**config.mk**
```make
export PLATFORM = sky130hd
export DESIGN_NAME = rsu_rotate_unit
export DESIGN_NICKNAME = d
export VERILOG_FILES = /design/src/include/rsu_pkg.sv /design/src/rtl/rsu_rotate_unit.sv
export SDC_FILE = /design/constraint.sdc
export NUM_CORES = 1
export LEC_CHECK = 0
export ABC_AREA = 1
export BUFFER_PORTS_ARGS = -buffer_cell sky130_fd_sc_hd__buf_2
export CAP_MARGIN = 20
export CORE_MARGIN = 5
export CORE_UTILIZATION = 50
export DETAILED_ROUTE_END_ITERATION = 10
export PLACE_DENSITY = 0.83
export SLEW_MARGIN = 10
export SYNTH_ARGS = -nofsm -noshare
export SYNTH_HDL_FRONTEND = slang
export SYNTH_SLANG_ARGS = --single-unit
```
**constraint.sdc**
```tcl
create_clock -name clk -period 2.15 [get_ports clk]
set_clock_uncertainty 0.2 [all_clocks]
set_input_delay 0.215 -clock clk [delete_from_list [all_inputs] [get_ports clk]]
set_output_delay 0.215 -clock clk [all_outputs]
set_load 0.1 [all_outputs]
```
**src/include/rsu_pkg.sv**
```systemverilog
// rotate unit package: operation codes and reset values
package rsu_pkg;
    // ----------------------------------------------------------------
    // operation select from the decoder
    // ----------------------------------------------------------------
    typedef enum logic [2:0] {
        RSU_OP_NONE                = 3'h0,
        RSU_OP_ROT_LEFT_MEM        = 3'h1,
        RSU_OP_ROT_LEFT_CARRY_MEM  = 3'h2,
        RSU_OP_ROT_LEFT_CARRY_ACC  = 3'h3,
        RSU_OP_ROT_RIGHT_MEM       = 3'h4,
        RSU_OP_ROT_RIGHT_ACC       = 3'h5,
        RSU_OP_ROT_RIGHT_CARRY_MEM = 3'h6,
        RSU_OP_ROT_RIGHT_CARRY_ACC = 3'h7
    } rsu_op_e;

    // ----------------------------------------------------------------
    // reset values and operand bit positions
    // ----------------------------------------------------------------
    localparam logic [7:0] RSU_DATA_RST  = 8'h00;
    localparam logic       RSU_CARRY_RST = 1'b0;
    localparam int         RSU_MSB       = 7;
    localparam int         RSU_LSB       = 0;
endpackage

```
**src/rtl/rsu_rotate_unit.sv**
```systemverilog
// rotate unit: seven single-bit rotates on a data memory operand
`timescale 1ns/1ps

module rsu_rotate_unit (
    input  wire logic                  clk,          // core instruction clock
    input  wire logic                  rst_n,        // async reset, active low
    input  wire rsu_pkg::rsu_op_e      op_sel,       // operation select, one per cycle
    input  wire logic [7:0]            mem_rdata,    // operand from data memory
    input  wire logic                  carry_wr,     // other logic loads carry
    input  wire logic                  carry_wdata,  // value for that load
    output logic [7:0]                 mem_wdata,    // result to data memory
    output logic                       mem_we,       // memory write pulse
    output logic [7:0]                 acc_wdata,    // result to accumulator
    output logic                       acc_we,       // accumulator write pulse
    output logic                       carry_flag    // carry flag
);
    // ----------------------------------------------------------------
    // state
    // ----------------------------------------------------------------
    logic [7:0] mem_wdata_ff;
    logic [7:0] nxt_mem_wdata;
    logic       mem_we_ff;
    logic       nxt_mem_we;
    logic [7:0] acc_wdata_ff;
    logic [7:0] nxt_acc_wdata;
    logic       acc_we_ff;
    logic       nxt_acc_we;
    logic       carry_ff;
    logic       nxt_carry;

    // ----------------------------------------------------------------
    // decoded operation
    // ----------------------------------------------------------------
    logic       op_left;          // rotate towards bit 7
    logic       op_thru;          // carry sits inside the loop
    logic       op_to_mem;        // result goes back to memory
    logic       op_to_acc;        // result goes to the accumulator
    logic       fill_left;        // bit entering at bit 0
    logic       fill_right;       // bit entering at bit 7
    logic [7:0] rot_left;         // operand rotated left
    logic [7:0] rot_right;        // operand rotated right
    logic       out_left;         // bit pushed out at bit 7
    logic       out_right;        // bit pushed out at bit 0
    logic [7:0] rot_res;          // result of the selected direction

    always_comb begin
        op_left   = 1'b0;
        op_thru   = 1'b0;
        op_to_mem = 1'b0;
        op_to_acc = 1'b0;
        case (op_sel)
            rsu_pkg::RSU_OP_ROT_LEFT_MEM: begin
                op_left   = 1'b1;
                op_to_mem = 1'b1;
            end
            rsu_pkg::RSU_OP_ROT_LEFT_CARRY_MEM: begin
                op_left   = 1'b1;
                op_thru   = 1'b1;
                op_to_mem = 1'b1;
            end
            rsu_pkg::RSU_OP_ROT_LEFT_CARRY_ACC: begin
                op_left   = 1'b1;
                op_thru   = 1'b1;
                op_to_acc = 1'b1;
            end
            rsu_pkg::RSU_OP_ROT_RIGHT_MEM: begin
                op_to_mem = 1'b1;
            end
            rsu_pkg::RSU_OP_ROT_RIGHT_ACC: begin
                op_to_acc = 1'b1;
            end
            rsu_pkg::RSU_OP_ROT_RIGHT_CARRY_MEM: begin
                op_thru   = 1'b1;
                op_to_mem = 1'b1;
            end
            rsu_pkg::RSU_OP_ROT_RIGHT_CARRY_ACC: begin
                op_thru   = 1'b1;
                op_to_acc = 1'b1;
            end
            default: begin
                op_left   = 1'b0;
                op_thru   = 1'b0;
                op_to_mem = 1'b0;
                op_to_acc = 1'b0;
            end
        endcase
    end

    // ----------------------------------------------------------------
    // rotate datapath
    // ----------------------------------------------------------------
    // both directions are always computed; a late mux keeps decode off the data path
    always_comb begin
        fill_left  = mem_rdata[rsu_pkg::RSU_MSB];
        fill_right = mem_rdata[rsu_pkg::RSU_LSB];
        if (op_thru) begin
            fill_left  = carry_ff;
            fill_right = carry_ff;
        end
    end

    rsu_rot1 #(
        .WIDTH  (8),
        .TO_MSB (1'b1)
    ) u_rot_left (
        .din    (mem_rdata),
        .fill   (fill_left),
        .dout   (rot_left),
        .lost   (out_left)
    );

    rsu_rot1 #(
        .WIDTH  (8),
        .TO_MSB (1'b0)
    ) u_rot_right (
        .din    (mem_rdata),
        .fill   (fill_right),
        .dout   (rot_right),
        .lost   (out_right)
    );

    always_comb begin
        rot_res = rot_right;
        if (op_left) begin
            rot_res = rot_left;
        end
    end

    // ----------------------------------------------------------------
    // memory result
    // ----------------------------------------------------------------
    // data held when idle to cut toggling on the memory bus
    always_comb begin
        nxt_mem_we    = op_to_mem;
        nxt_mem_wdata = mem_wdata_ff;
        if (op_to_mem) begin
            nxt_mem_wdata = rot_res;
        end
    end

    always_ff @(posedge clk or negedge rst_n) begin
        if (!rst_n) begin
            mem_wdata_ff <= rsu_pkg::RSU_DATA_RST;
            mem_we_ff    <= 1'b0;
        end else begin
            mem_wdata_ff <= nxt_mem_wdata;
            mem_we_ff    <= nxt_mem_we;
        end
    end

    // ----------------------------------------------------------------
    // accumulator result
    // ----------------------------------------------------------------
    // accumulator forms never raise the memory strobe
    always_comb begin
        nxt_acc_we    = op_to_acc;
        nxt_acc_wdata = acc_wdata_ff;
        if (op_to_acc) begin
            nxt_acc_wdata = rot_res;
        end
    end

    always_ff @(posedge clk or negedge rst_n) begin
        if (!rst_n) begin
            acc_wdata_ff <= rsu_pkg::RSU_DATA_RST;
            acc_we_ff    <= 1'b0;
        end else begin
            acc_wdata_ff <= nxt_acc_wdata;
            acc_we_ff    <= nxt_acc_we;
        end
    end

    // ----------------------------------------------------------------
    // carry flag
    // ----------------------------------------------------------------
    // a carry rotate wins over an outside load in the same cycle
    always_comb begin
        nxt_carry = carry_ff;
        if (op_thru) begin
            if (op_left) begin
                nxt_carry = out_left;
            end else begin
                nxt_carry = out_right;
            end
        end else if (carry_wr) begin
            nxt_carry = carry_wdata;
        end
    end

    always_ff @(posedge clk or negedge rst_n) begin
        if (!rst_n) begin
            carry_ff <= rsu_pkg::RSU_CARRY_RST;
        end else begin
            carry_ff <= nxt_carry;
        end
    end

    // ----------------------------------------------------------------
    // outputs
    // ----------------------------------------------------------------
    assign mem_wdata  = mem_wdata_ff;
    assign mem_we     = mem_we_ff;
    assign acc_wdata  = acc_wdata_ff;
    assign acc_we     = acc_we_ff;
    assign carry_flag = carry_ff;
endmodule

// ----------------------------------------------------------------
// single-bit rotate slice
// ----------------------------------------------------------------
// the bit pushed out is reported so the caller can load it into carry
module rsu_rot1 #(
    parameter int   WIDTH  = 8,      // operand width
    parameter logic TO_MSB = 1'b1    // travel towards the top bit
) (
    input  wire logic [WIDTH-1:0] din,    // operand
    input  wire logic             fill,   // bit entering the vacated end
    output logic      [WIDTH-1:0] dout,   // rotated operand
    output logic                  lost    // bit leaving the far end
);
    always_comb begin
        if (TO_MSB) begin
            dout = {din[WIDTH-2:0], fill};
            lost = din[WIDTH-1];
        end else begin
            dout = {fill, din[WIDTH-1:1]};
            lost = din[0];
        end
    end
endmodule

```
After elaboration in Yosys (flattened, before gate mapping)
Index checks and enable logic that the tools add are counted.

word-level totals
  bits in registers = 19
  bits in latches = 0
  memory bits (writable) = 0
  ROM bits = 0
  bits of input ports = 15
  output and inout port bits = 19
  word-level logic and storage cells = 27
  memories kept = 0

cells by class
  add/subtract/negate cells = 0
  multipliers = 0
  divide/modulo/power cells = 0
  $lt $le $gt $ge = 0
  equal/unequal tests = 7
  shift operators = 0
  mux-type cells = 10
  bitwise logic cells = 0
  reductions and logical operators = 5

operators by type and width
  cell                                                                    count
  3-bit equality test (second input constant)                             4
  1-bit 2-to-1 mux                                                        9
  8-bit 2-to-1 mux                                                        1
  4-bit OR reduction                                                      2
  3-bit by 2-bit equality test with 1-bit output (second input constant)  2
  3-bit OR reduction                                                      2
  3-bit by 1-bit equality test with 1-bit output (second input constant)  1
  2-bit nonzero test                                                      1

Longest topological paths before layout
Gate-level depths: netlist of run 1.

  word-level depth = 5
  gate-level depth with buffers = 8
  mapped depth without buffers = 7

By module
From an unflattened synthesis of run 1, not the netlist that was laid out.

second synthesis, totals
  cell total of the unflattened synthesis = 134
  area, all modules = 1048.5 sq um

by module, submodules not included
  module           instances  cells each  area each (sq um)  sequential area each (sq um)
  rsu_rotate_unit  1          116         913.4              475.5
  rsu_rot1         2          9           67.6               0.0

Worst setup path before layout of run 1
Ideal clock, no wire load.

  kind = register -> register
  from = reg carry_ff (netlist: carry_flag)
  to = reg acc_wdata_ff[7] (netlist: acc_wdata[7])
  library setup time = 0.068 ns
  arrival = 1.369 ns
  required time = 1.882 ns
  path slack = 0.514 ns
  stages on the path, launching flop included = 7
  buffers on the path = 0
  clock period less this slack = 1.636 ns
  path through = dfrtp_1 -> nand2_1 -> nand2_1 -> nand2_1 -> nand2_1 -> nand2_1 -> nand2_1

between the ends
  cells in the longest elaborated chain, start to end = 2

ends and longest elaborated chain
  what                      RTL line                text
  start: declaration        rsu_rotate_unit.sv:28   logic carry_ff;
  start signal: assignment  rsu_rotate_unit.sv:192  carry_ff <= rsu_pkg::RSU_CARRY_RST;
  start signal: assignment  rsu_rotate_unit.sv:194  carry_ff <= nxt_carry;
  1-bit 2-to-1 mux          rsu_rotate_unit.sv:96   if (op_thru) begin
  8-bit 2-to-1 mux          rsu_rotate_unit.sv:124  if (op_left) begin
  end signal: assignment    rsu_rotate_unit.sv:165  acc_wdata_ff <= rsu_pkg::RSU_DATA_RST;
  end signal: assignment    rsu_rotate_unit.sv:168  acc_wdata_ff <= nxt_acc_wdata;
  end: declaration          rsu_rotate_unit.sv:24   logic [7:0] acc_wdata_ff;

No other way between the ends.
A chain may end at the register's enable or synchronous reset.

Worst setup path in the final report of run 1
  from = reg carry_ff (netlist: carry_flag)
  to = out carry_flag

RTL lines
  what              RTL line               text
  end: declaration  rsu_rotate_unit.sv:15  output logic carry_flag

No word-level cell between the ends.

==> out/results.tsv, run 1 <==
metric	value	unit
status	completed	
critical_path_class	reg -> out	
clock_latency	0.29	ns
p_leak	0.6828	nW
clockPowerShare	0.155	
cp-endpoint	carry_flag	
synthMuxAreaShare	0	
synthXorXnorAreaFrac	0	
die_x	52.30	um
cts_sinks	19	
path_clk_slew	0.10	ns
startpoint_type	register	
routed_via_density	4.811	
multi_input_area	380.4	um^2
ys_seq_area_frac	0.5315	
cp_num_cells	1	
die_h	52.30	um
worst_path_largest_cell_delay	0.44	ns
power_switching	0.0005804	W
syn-mean-instance-area	7.646	um^2
finalWeightedCongestion	0.8909	
slew_headroom	0.6745	
required	1.74	ns
cpLargestDelayFamily	buffers and inverters	
wl_per_cell	11.90	um
nets	171	
cp-end-kind	output pin	
grt_pass1_vias	868	
n_antenna_cell	0	
finalCritPeriodShare	0.7098	
core_area	1708	um^2
syn_nets	132	
crit_fanout	3	
cts_buffer_depth	2	
synthMostInstantiatedCell	nand2_1	
power.density	1006	nW/um^2
placed_area	1080	um^2
pwr-share-comb	0.468	
firstDrtPassIters	5	
postCtsSetupRepairBufs	0	
synth.top_cell.area_share	0.5315	
worst_hold_slack	0.02743	ns
synth.largest_area_cell	dfrtp_1	
synthArstFlopShare	1.000	
hpwl	1615	um
drt_iter0_markers	23	
reg2reg_to	acc_wdata[7]$_DFFE_PN0P_	
hold_class	in -> reg	
seq_area	475.5	um^2
drive_above_1_share	0.2774	
ant_nets	0	
startpoint	carry_flag$_DFFE_PN0P_	
stdcell_area	1126	um^2
synth_cell_types	12	
synthFlopType	dfrtp_1	
via_count	866	
vdd_drop_max	0.5498	mV
ctsHoldBuffers	2	
totalNegativeSetupSlack	0	ns
rsz0062_at_grt	false	
seq_power_share	0.377	
worstPathArrival	1.11	ns
htree_levels	1	
worstMarginPinSlew	0.4917	ns
drv_slew	0	
grt_max_degree	20	
dp_cells	174	
ys_top_cells_by_count	77 x nand2_1, 19 x dfrtp_1, 8 x nand3_1, 3 x inv_2	
cts_tree	done	
drc	0	
r2r_setup_slack	1.05	ns
synthAdderAreaFrac	0	
synth-compound-area-share	0.03636	
syn_inst	117	
start_util	0.5238	
synth_area_leaders	dfrtp_1 53%, nand2_1 32%, nand3_1 4.5%, o21ai_4 1.8%, buf_6 1.3%	
grt_usage	0.1794	
cp_slowest_cell	buf_2	
p_sw_frac	0.5124	
cts_resized	0	
fin_crit	1.526	ns
area_growth	25.87	%
hold_viol_final	0	
dieArea	2735	um^2
yosys.area_share.simple	0.3888	
port_buffers	33	
post-route-util	0.6593	
timing.fmax	0.6553	GHz
timing.rr.start	carry_flag$_DFFE_PN0P_	
internal_power	0.0005524	W
path_cells	buf_2	
cp.buffers_inverters	1	
cts_buffers	3	
synth_area	894.6	um^2
rows	15	
setup_viol	0	
antenna_found_initial	0	
stdcell_count	180	
synth_top_family_by_area	simple AND/OR/NAND/NOR gates	
io_pins	34	
drv_cap	0	
yosysWarnings	0	
overflow	0	
routed_wl	2142	um
r2r_cells	6	
grt_pass1_wl	3663	um
ys_seq_elements	19	
synth_edf_count	0	
fillers	162	
cts-root-buf	clkbuf_4	
[cells in the final DEF, fill, tap and decap left out]
cell type,Yosys,final
o211ai_1,1,1
clkbuf_4,0,3
clkinv_4,1,1
clkbuf_1,0,1
nor2_1,2,2
dfrtp_1,19,19
inv_2,3,3
o21ai_4,1,1
o21ai_2,1,1
nand2_4,1,1
dlygate4sd3_1,0,2
inv_1,2,2
nand3_1,8,8
nand2_1,77,77
buf_2,0,33
[power groups by stage]
stage / logic, W / clock network (W) / registers (W)
final: 0.000530 / 0.000176 / 0.000427
after global routing: 0.000557 / 0.000195 / 0.000432
after CTS: 0.000532 / 0.000178 / 0.000427
after detailed placement: 0.000528 / 0 / 0.000434
after global placement: 0.000523 / 0 / 0.000432
after floorplan: 0.0000858 / 0 / 0.000777
[tightest hold or removal path, delay by kind of cell]
family / cells / cell delay (ns)
buf+inv: 1 / 0.15
simple gates: 2 / 0.12
[worst min path at each step]
stage | from | end | cells after the start
2_1_floorplan | rst_n | acc_wdata[0]$_DFFE_PN0P_ | 0
3_3_place_gp | rst_n | acc_we$_DFF_PN0_ | 1
3_5_place_dp | rst_n | acc_wdata[3]$_DFFE_PN0P_ | 1
4_1_cts | op_sel[1] | carry_flag$_DFFE_PN0P_ | 3
5_1_grt | op_sel[1] | carry_flag$_DFFE_PN0P_ | 3
6_report | op_sel[1] | carry_flag$_DFFE_PN0P_ | 3
[metal layers]
metal / wire length, um / up-vias / GRT usage
li1: - / 439 / -
met3: 173 / 6 / 0.03419
met2: 1019 / 41 / 0.3037
met1: 907 / 380 / 0.2252
met5: 0 / - / 0
met4: 42 / 0 / 0.06383
[kinds of logic (layout without fill, tap and decap cells)]
logic type	Yosys count	count (layout)
buffers and inverters	7	45
DFF	19	19
and+or+nand+nor	88	88
AOI/OAI and AO/OA	3	3
[registers in the layout, indices dropped and copies added, names as in the netlist]
| name | count |
|---|---|
| carry_flag | 1 |
| acc_wdata | 8 |
| mem_wdata | 8 |
| acc_we | 1 |
| mem_we | 1 |
[per-stage QoR]
step / setup slack (ns) / power [W]
2_1_floorplan: 0.5138 / 0.0008631
3_3_place_gp: 0.8416 / 0.0009559
3_5_place_dp: 0.8180 / 0.0009618
4_1_cts: 0.6202 / 0.001137
5_1_grt: 0.5702 / 0.001185
6_report: 0.6240 / 0.001133
[cell type report]
class / count / share of cell area
Timing Repair Buffer: 35 / 0.1644
Sequential cell: 19 / 0.4222
Clock buffer: 4 / 0.02333
Multi-Input combinational cell: 91 / 0.3378
Inverter: 6 / 0.02444
Tap cell: 25 / 0.02778
No activity file was read; power rests on OpenSTA's default activity.
==> inputs of run 2 (changes only) <==
Settings changed: ABC_AREA 1 to 0, CORE_UTILIZATION 50 to 45, PLACE_DENSITY 0.83 to 0.76.
Clock period 2.15 ns to 1.38 ns, I/O delays scaled along.
==> out/results.tsv, run 2 <==
metric	value	unit	change
antenna_found_initial	0		unchanged
clock_latency	0.29	ns	about the same
die_x	60.22	um	was 52.30 um
ys_seq_elements	19		unchanged
synth.largest_area_cell	dfrtp_1		unchanged
nets	181		was 171
die_h	60.22	um	was 52.30 um
grt_pass1_wl	5237	um	was 3663 um
grt_max_degree	29		was 20
routed_via_density	5.779		was 4.811
p_leak	0.7939	nW	was 0.6828 nW
crit_fanout	3		unchanged
worstMarginPinSlew	0.5038	ns	was 0.4917 ns
timing.fmax	0.7031	GHz	
required	1.04	ns	was 1.74 ns
synth_edf_count	0		unchanged
rsz0062_at_grt	true		was false
syn_nets	129		was 132
violations	negative setup slack		
power.density	1217	nW/um^2	was 1006 nW/um^2
start_util	0.4623		was 0.5238
ys_seq_area_frac	0.4190		was 0.5315
dieArea	3626	um^2	was 2735 um^2
overflow	0		unchanged
cts_buffers	3		unchanged
hpwl	2120	um	was 1615 um
fin_crit	1.422	ns	
via_count	1127		was 866
htree_levels	1		unchanged
r2r_setup_slack	0.02	ns	was 1.05 ns
yosysWarnings	0		unchanged
seq_area	513.0	um^2	was 475.5 um^2
n_antenna_cell	0		unchanged
worst_hold_slack	0.00006495	ns	was 0.02743 ns
vdd_drop_max	1.026	mV	was 0.5498 mV
drc	0		unchanged
placed_area	1712	um^2	was 1080 um^2
ant_nets	0		unchanged
port_buffers	33		unchanged
synth_area	1135	um^2	was 894.6 um^2
drt_iter0_markers	46		was 23
whs_path_depth	3		unchanged
layout_commonest_cell	buf_12		was nand2_1
grt_usage	0.1907		was 0.1794
synthFlopType	dfrtp_1		unchanged
core_area	2455	um^2	was 1708 um^2
post-route-util	0.7808		was 0.6593
cp-end-kind	output pin		unchanged
drv_slew	0		unchanged
firstDrtPassIters	4		was 5
synth_cell_types	30		was 12
routed_wl	3157	um	was 2142 um
fillers	152		was 162
syn-mean-instance-area	9.955	um^2	was 7.646 um^2
finalWorstSetupSlack	-0.04217	ns	was 0.6240 ns
area_growth	68.91	%	was 25.87%
worstPathArrival	1.08	ns	was 1.11 ns
grt_pass1_vias	1110		was 868
hold_class	in -> reg		unchanged
min_from	mem_rdata[1]		was op_sel[1]
finalCritPeriodShare	1.031		
wl_per_cell	16.19	um	was 11.90 um
rows	18		was 15
io_pins	34		unchanged
ys_top_cells_by_count	19 x dfrtp_1, 13 x a21oi_1, 9 x mux2i_1, 8 x nor2_1, 7 x nand2b_1		was 77 x nand2_1, 19 x dfrtp_1, 8 x nand3_1, 3 x inv_2
hold_viol_final	0		unchanged
path_clk_slew	0.12	ns	was 0.10 ns
cts_buffer_depth	2		unchanged
status	finished with violations		was completed
synth_area_leaders	dfrtp_1 42%, mux2i_1 7.9%, a21oi_1 5.7%, nand2b_1 3.9%, or2_2 3.3%		was dfrtp_1 53%, nand2_1 32%, nand3_1 4.5%, o21ai_4 1.8%, buf_6 1.3%
drv_cap	0		unchanged
synthArstFlopShare	1.000		unchanged
slew_headroom	0.6641		was 0.6745
cts-root-buf	clkbuf_4		unchanged
reg2reg_to	mem_wdata[6]$_DFFE_PN0P_		was acc_wdata[7]$_DFFE_PN0P_
final_cell_mix	21 x buf_12, 14 x buf_2, 9 x dfrtp_2		was 77 x nand2_1, 33 x buf_2, 19 x dfrtp_1
startpoint_type	register		unchanged
synthMostInstantiatedCell	dfrtp_1		was nand2_1
finalWeightedCongestion	0.7696		was 0.8909
cts_tree	done		unchanged
critical_path_class	reg -> out		unchanged
synth.top_cell.area_share	0.4190		was 0.5315
multi_input_area	651.9	um^2	was 380.4 um^2
stdcell_area	1917	um^2	was 1126 um^2
drive_above_1_share	0.5818		was 0.2774
hold_path_end	mem_wdata[0]$_DFFE_PN0P_		was carry_flag$_DFFE_PN0P_
r2r_cells	3		was 6
syn_inst	114		was 117
timing.rr.start	mem_wdata[6]$_DFFE_PN0P_		was carry_flag$_DFFE_PN0P_
setup_viol	5		was 0
cts_sinks	19		unchanged
-- run 2: changes by cell type after synthesis, sizes merged, moves of 7 or more --
cell | before | now
mux2i | 0 | 9
nand2b | 0 | 7
nand2 | 78 | 1
buf | 1 | 8
nor2 | 2 | 10
a21oi | 0 | 13
nand3 | 8 | 0
-- run 2: cell type report --
| type | count | area share |
|---|---|---|
| tap | 30 | 0.01958 |
| sequential | 19 | 0.2676 |
| timing repair buffer | 55 | 0.3531 |
| clock buffer | 4 | 0.01371 |
| inverter | 3 | 0.005875 |
| multi-input combinational | 84 | 0.3401 |
-- run 2: layer usage --
metal	up-vias	track usage	part of all wire
met5	-	0	0
met4	0	0.04114	0.0044
met3	2	0.03672	0.052
met2	32	0.3256	0.52
met1	568	0.2483	0.42
li1	525	-	-
-- run 2: repair_timing --
item	CTS	global route
pin swaps	0	5
gates resized for setup	6	12
hold buffers	7	0
setup buffers	4	0
hold endpoints to repair	21	0
setup endpoints to repair	6	11
-- run 2: cells by family after synthesis --
kind of cell / synth area share
mux: 0.07939
flops: 0.4190
compound gates: 0.2624
buf+inv: 0.07276
simple gates: 0.1665
-- run 2: worst max-delay path by stage --
| stage | depth (start not counted) | slack, ns | to | from |
|---|---|---|---|---|
| 2_1_floorplan | 3 | -0.10 | mem_wdata[2]$_DFFE_PN0P_ | mem_wdata[2]$_DFFE_PN0P_ |
| 3_3_place_gp | 4 | -0.03 | acc_wdata[6]$_DFFE_PN0P_ | op_sel[1] |
| 3_5_place_dp | 4 | -0.07 | mem_wdata[7]$_DFFE_PN0P_ | op_sel[2] |
| 4_1_cts | 2 | -0.04 | mem_wdata[2] | mem_wdata[2]$_DFFE_PN0P_ |
| 5_1_grt | 2 | -0.07 | mem_wdata[2] | mem_wdata[2]$_DFFE_PN0P_ |
| 6_report | 2 | -0.04 | mem_wdata[2] | mem_wdata[2]$_DFFE_PN0P_ |
-- run 2: report_power, final --
part | internal (W) | switching, W
Sequential | 0.000656 | 0.0000801
Clock | 0.000112 | 0.000178
Combinational | 0.000511 | 0.000796
-- run 2: per-stage QoR --
stage               setup slack [ns]  cells  setup TNS, ns  total power [W]
floorplan                    -0.1036    114        -0.6139         0.001475
global placement            -0.03279    181       -0.06500         0.001943
detailed placement          -0.06965    181        -0.3768         0.001966
CTS                         -0.03909    195        -0.1362         0.002302
global route                -0.06999    195        -0.4158         0.002417
finish                      -0.04217    195        -0.1429         0.002333
-- run 2: worst max-delay path: stages, from the launching register on --
cell and delay [ns]:
dfrtp_4 0.50, buf_6 0.13, buf_12 0.16
==> inputs of run 3 (changes only) <==
Settings changed: CORE_MARGIN 5 to not set.
==> out/results.tsv, run 3 (same netlist as run 2, synthesis figures left out) <==
metric	value	unit	change
die_h	52.22	um	was 60.22 um
nets	176		was 181
violations	negative setup slack		unchanged
power.density	1245	nW/um^2	was 1217 nW/um^2
startpoint_type	register		unchanged
drt_iter0_markers	29		was 46
start_util	0.4940		was 0.4623
antenna_found_initial	0		unchanged
grt_max_degree	30		was 29
n_antenna_cell	0		unchanged
clockPowerShare	0.129		was 0.124
timing.fmax	0.6976	GHz	was 0.7031 GHz
r2r_setup_slack	0.02	ns	about the same
routed_wl	2897	um	was 3157 um
vdd_drop_max	1.036	mV	was 1.026 mV
drive_above_1_share	0.5500		was 0.5818
grt_pass1_wl	4705	um	was 5237 um
overflow	0		unchanged
ant_nets	0		unchanged
required	1.04	ns	about the same
status	finished with violations		unchanged
fillers	152		unchanged
final_cell_mix	21 x buf_12, 14 x buf_2, 9 x mux2i_1, 9 x a21oi_1, 9 x dfrtp_2		was 21 x buf_12, 14 x buf_2, 9 x dfrtp_2
power_switching	0.001044	W	was 0.001054 W
seq_area	513.0	um^2	unchanged
p_sw_frac	0.4563		was 0.4518
cp-end-kind	output pin		unchanged
rows	17		was 18
multi_input_area	621.8	um^2	was 651.9 um^2
slew_headroom	0.6902		was 0.6641
htree_levels	1		unchanged
crit_fanout	2		was 3
cts_tree	done		unchanged
area_growth	61.96	%	was 68.91%
cts_buffers	3		unchanged
setup_viol	3		was 5
grt_usage	0.2378		was 0.1907
hold_class	in -> reg		unchanged
layout_commonest_cell	buf_12		unchanged
grt_pass1_vias	1013		was 1110
io_pins	34		unchanged
fin_crit	1.434	ns	was 1.422 ns
wl_per_cell	15.41	um	was 16.19 um
critical_path_class	reg -> out		unchanged
clock_latency	0.31	ns	was 0.29 ns
finalWorstSetupSlack	-0.05353	ns	was -0.04217 ns
routed_via_density	5.793		was 5.779
finalCritPeriodShare	1.039		was 1.031
pwr-share-comb	0.547		was 0.561
dp_slack	-0.1149	ns	was -0.06965 ns
worst_hold_slack	0.01023	ns	was 0.00006495 ns
cts_buffer_depth	2		unchanged
drv_cap	0		unchanged
hold_viol_final	0		unchanged
finalWeightedCongestion	0.7786		was 0.7696
core_area	2297	um^2	was 2455 um^2
hpwl	2044	um	was 2120 um
seq_power_share	0.324		was 0.315
path_clk_slew	0.11	ns	was 0.12 ns
cts-root-buf	clkbuf_4		unchanged
dieArea	2727	um^2	was 3626 um^2
drv_slew	0		unchanged
via_count	1089		was 1127
worstPathArrival	1.10	ns	was 1.08 ns
p_leak	0.7673	nW	was 0.7939 nW
rsz0062_at_grt	true		unchanged
drc	0		unchanged
port_buffers	33		unchanged
internal_power	0.001244	W	was 0.001279 W
worstMarginPinSlew	0.4647	ns	was 0.5038 ns
cts_sinks	19		unchanged
die_x	52.22	um	was 60.22 um
firstDrtPassIters	4		unchanged
-- run 3: cell count changes in the layout (fill, tap and decap cells not counted), sizes merged --
cell,change
buf,-4
clkbuf,-1
clkinv,+1
dlygate4sd3,-1
-- run 3: worst paths after layout --
check / start / to / cells past startpoint
max in group asynchronous: rst_n / mem_wdata[4]$_DFFE_PN0P_ / 2
max: mem_wdata[1]$_DFFE_PN0P_ / mem_wdata[1] / 2
max reg2reg: mem_wdata[5]$_DFFE_PN0P_ / mem_wdata[5]$_DFFE_PN0P_ / 3
min reg2reg: acc_wdata[7]$_DFFE_PN0P_ / acc_wdata[7]$_DFFE_PN0P_ / 2
min: mem_rdata[1] / mem_wdata[0]$_DFFE_PN0P_ / 3
min in group asynchronous: rst_n / mem_wdata[5]$_DFFE_PN0P_ / 2
-- run 3: per-layer routing --
layer / share of wire / vias up / GRT usage / routed length [um]
met2: 0.50 / 46 / 0.3803 / 1437
li1: - / 519 / - / -
met4: 0.018 / 0 / 0.09211 / 51
met1: 0.44 / 518 / 0.3296 / 1265
met5: 0 / - / 0 / 0
met3: 0.049 / 6 / 0.02609 / 142
-- run 3: area by class of cell --
cell class,instances,share of cell area
clock buffers,3,0.01225
clock inverters,1,0.002723
inverters,3,0.006127
multi-input cells,84,0.3383
flip-flops and latches,19,0.2791
well taps,28,0.01906
repair buffers,50,0.3424
-- run 3: power by group through the flow --
stage	clock network, W	logic [W]	registers, W
finish	0.000295	0.00125	0.000742
global route	0.000324	0.00130	0.000753
CTS	0.000298	0.00123	0.000741
detailed placement	0	0.00123	0.000736
global placement	0	0.00121	0.000730
floorplan	0	0.000214	0.00126
-- run 3: repair_timing --
item,4_1_cts,5_1_grt
buffers inserted,2,1
pin swaps,0,4
hold endpoints to repair,22,0
setup endpoints to repair,6,8
gates resized for setup,3,7
cloned,0,0
hold buffers,6,0
-- run 3: worst max-delay path, stage by stage (launching register included) --
cell and delay [ns]:
dfrtp_4 0.50, buf_6 0.13, buf_12 0.15
-- run 3: stage by stage --
stage	utilization	TNS (ns)	total power [W]	cells	area, um^2
5_1_grt	0.8001	-0.2460	0.002374	188	1838
4_1_cts	0.7805	-0.1415	0.002267	187	1793
2_1_floorplan	-	-0.6139	0.001475	114	1180
3_3_place_gp	0.7407	-0.006243	0.001939	178	1702
6_report	0.8001	-0.1375	0.002288	188	1838
3_5_place_dp	0.7407	-0.5067	0.001963	178	1702
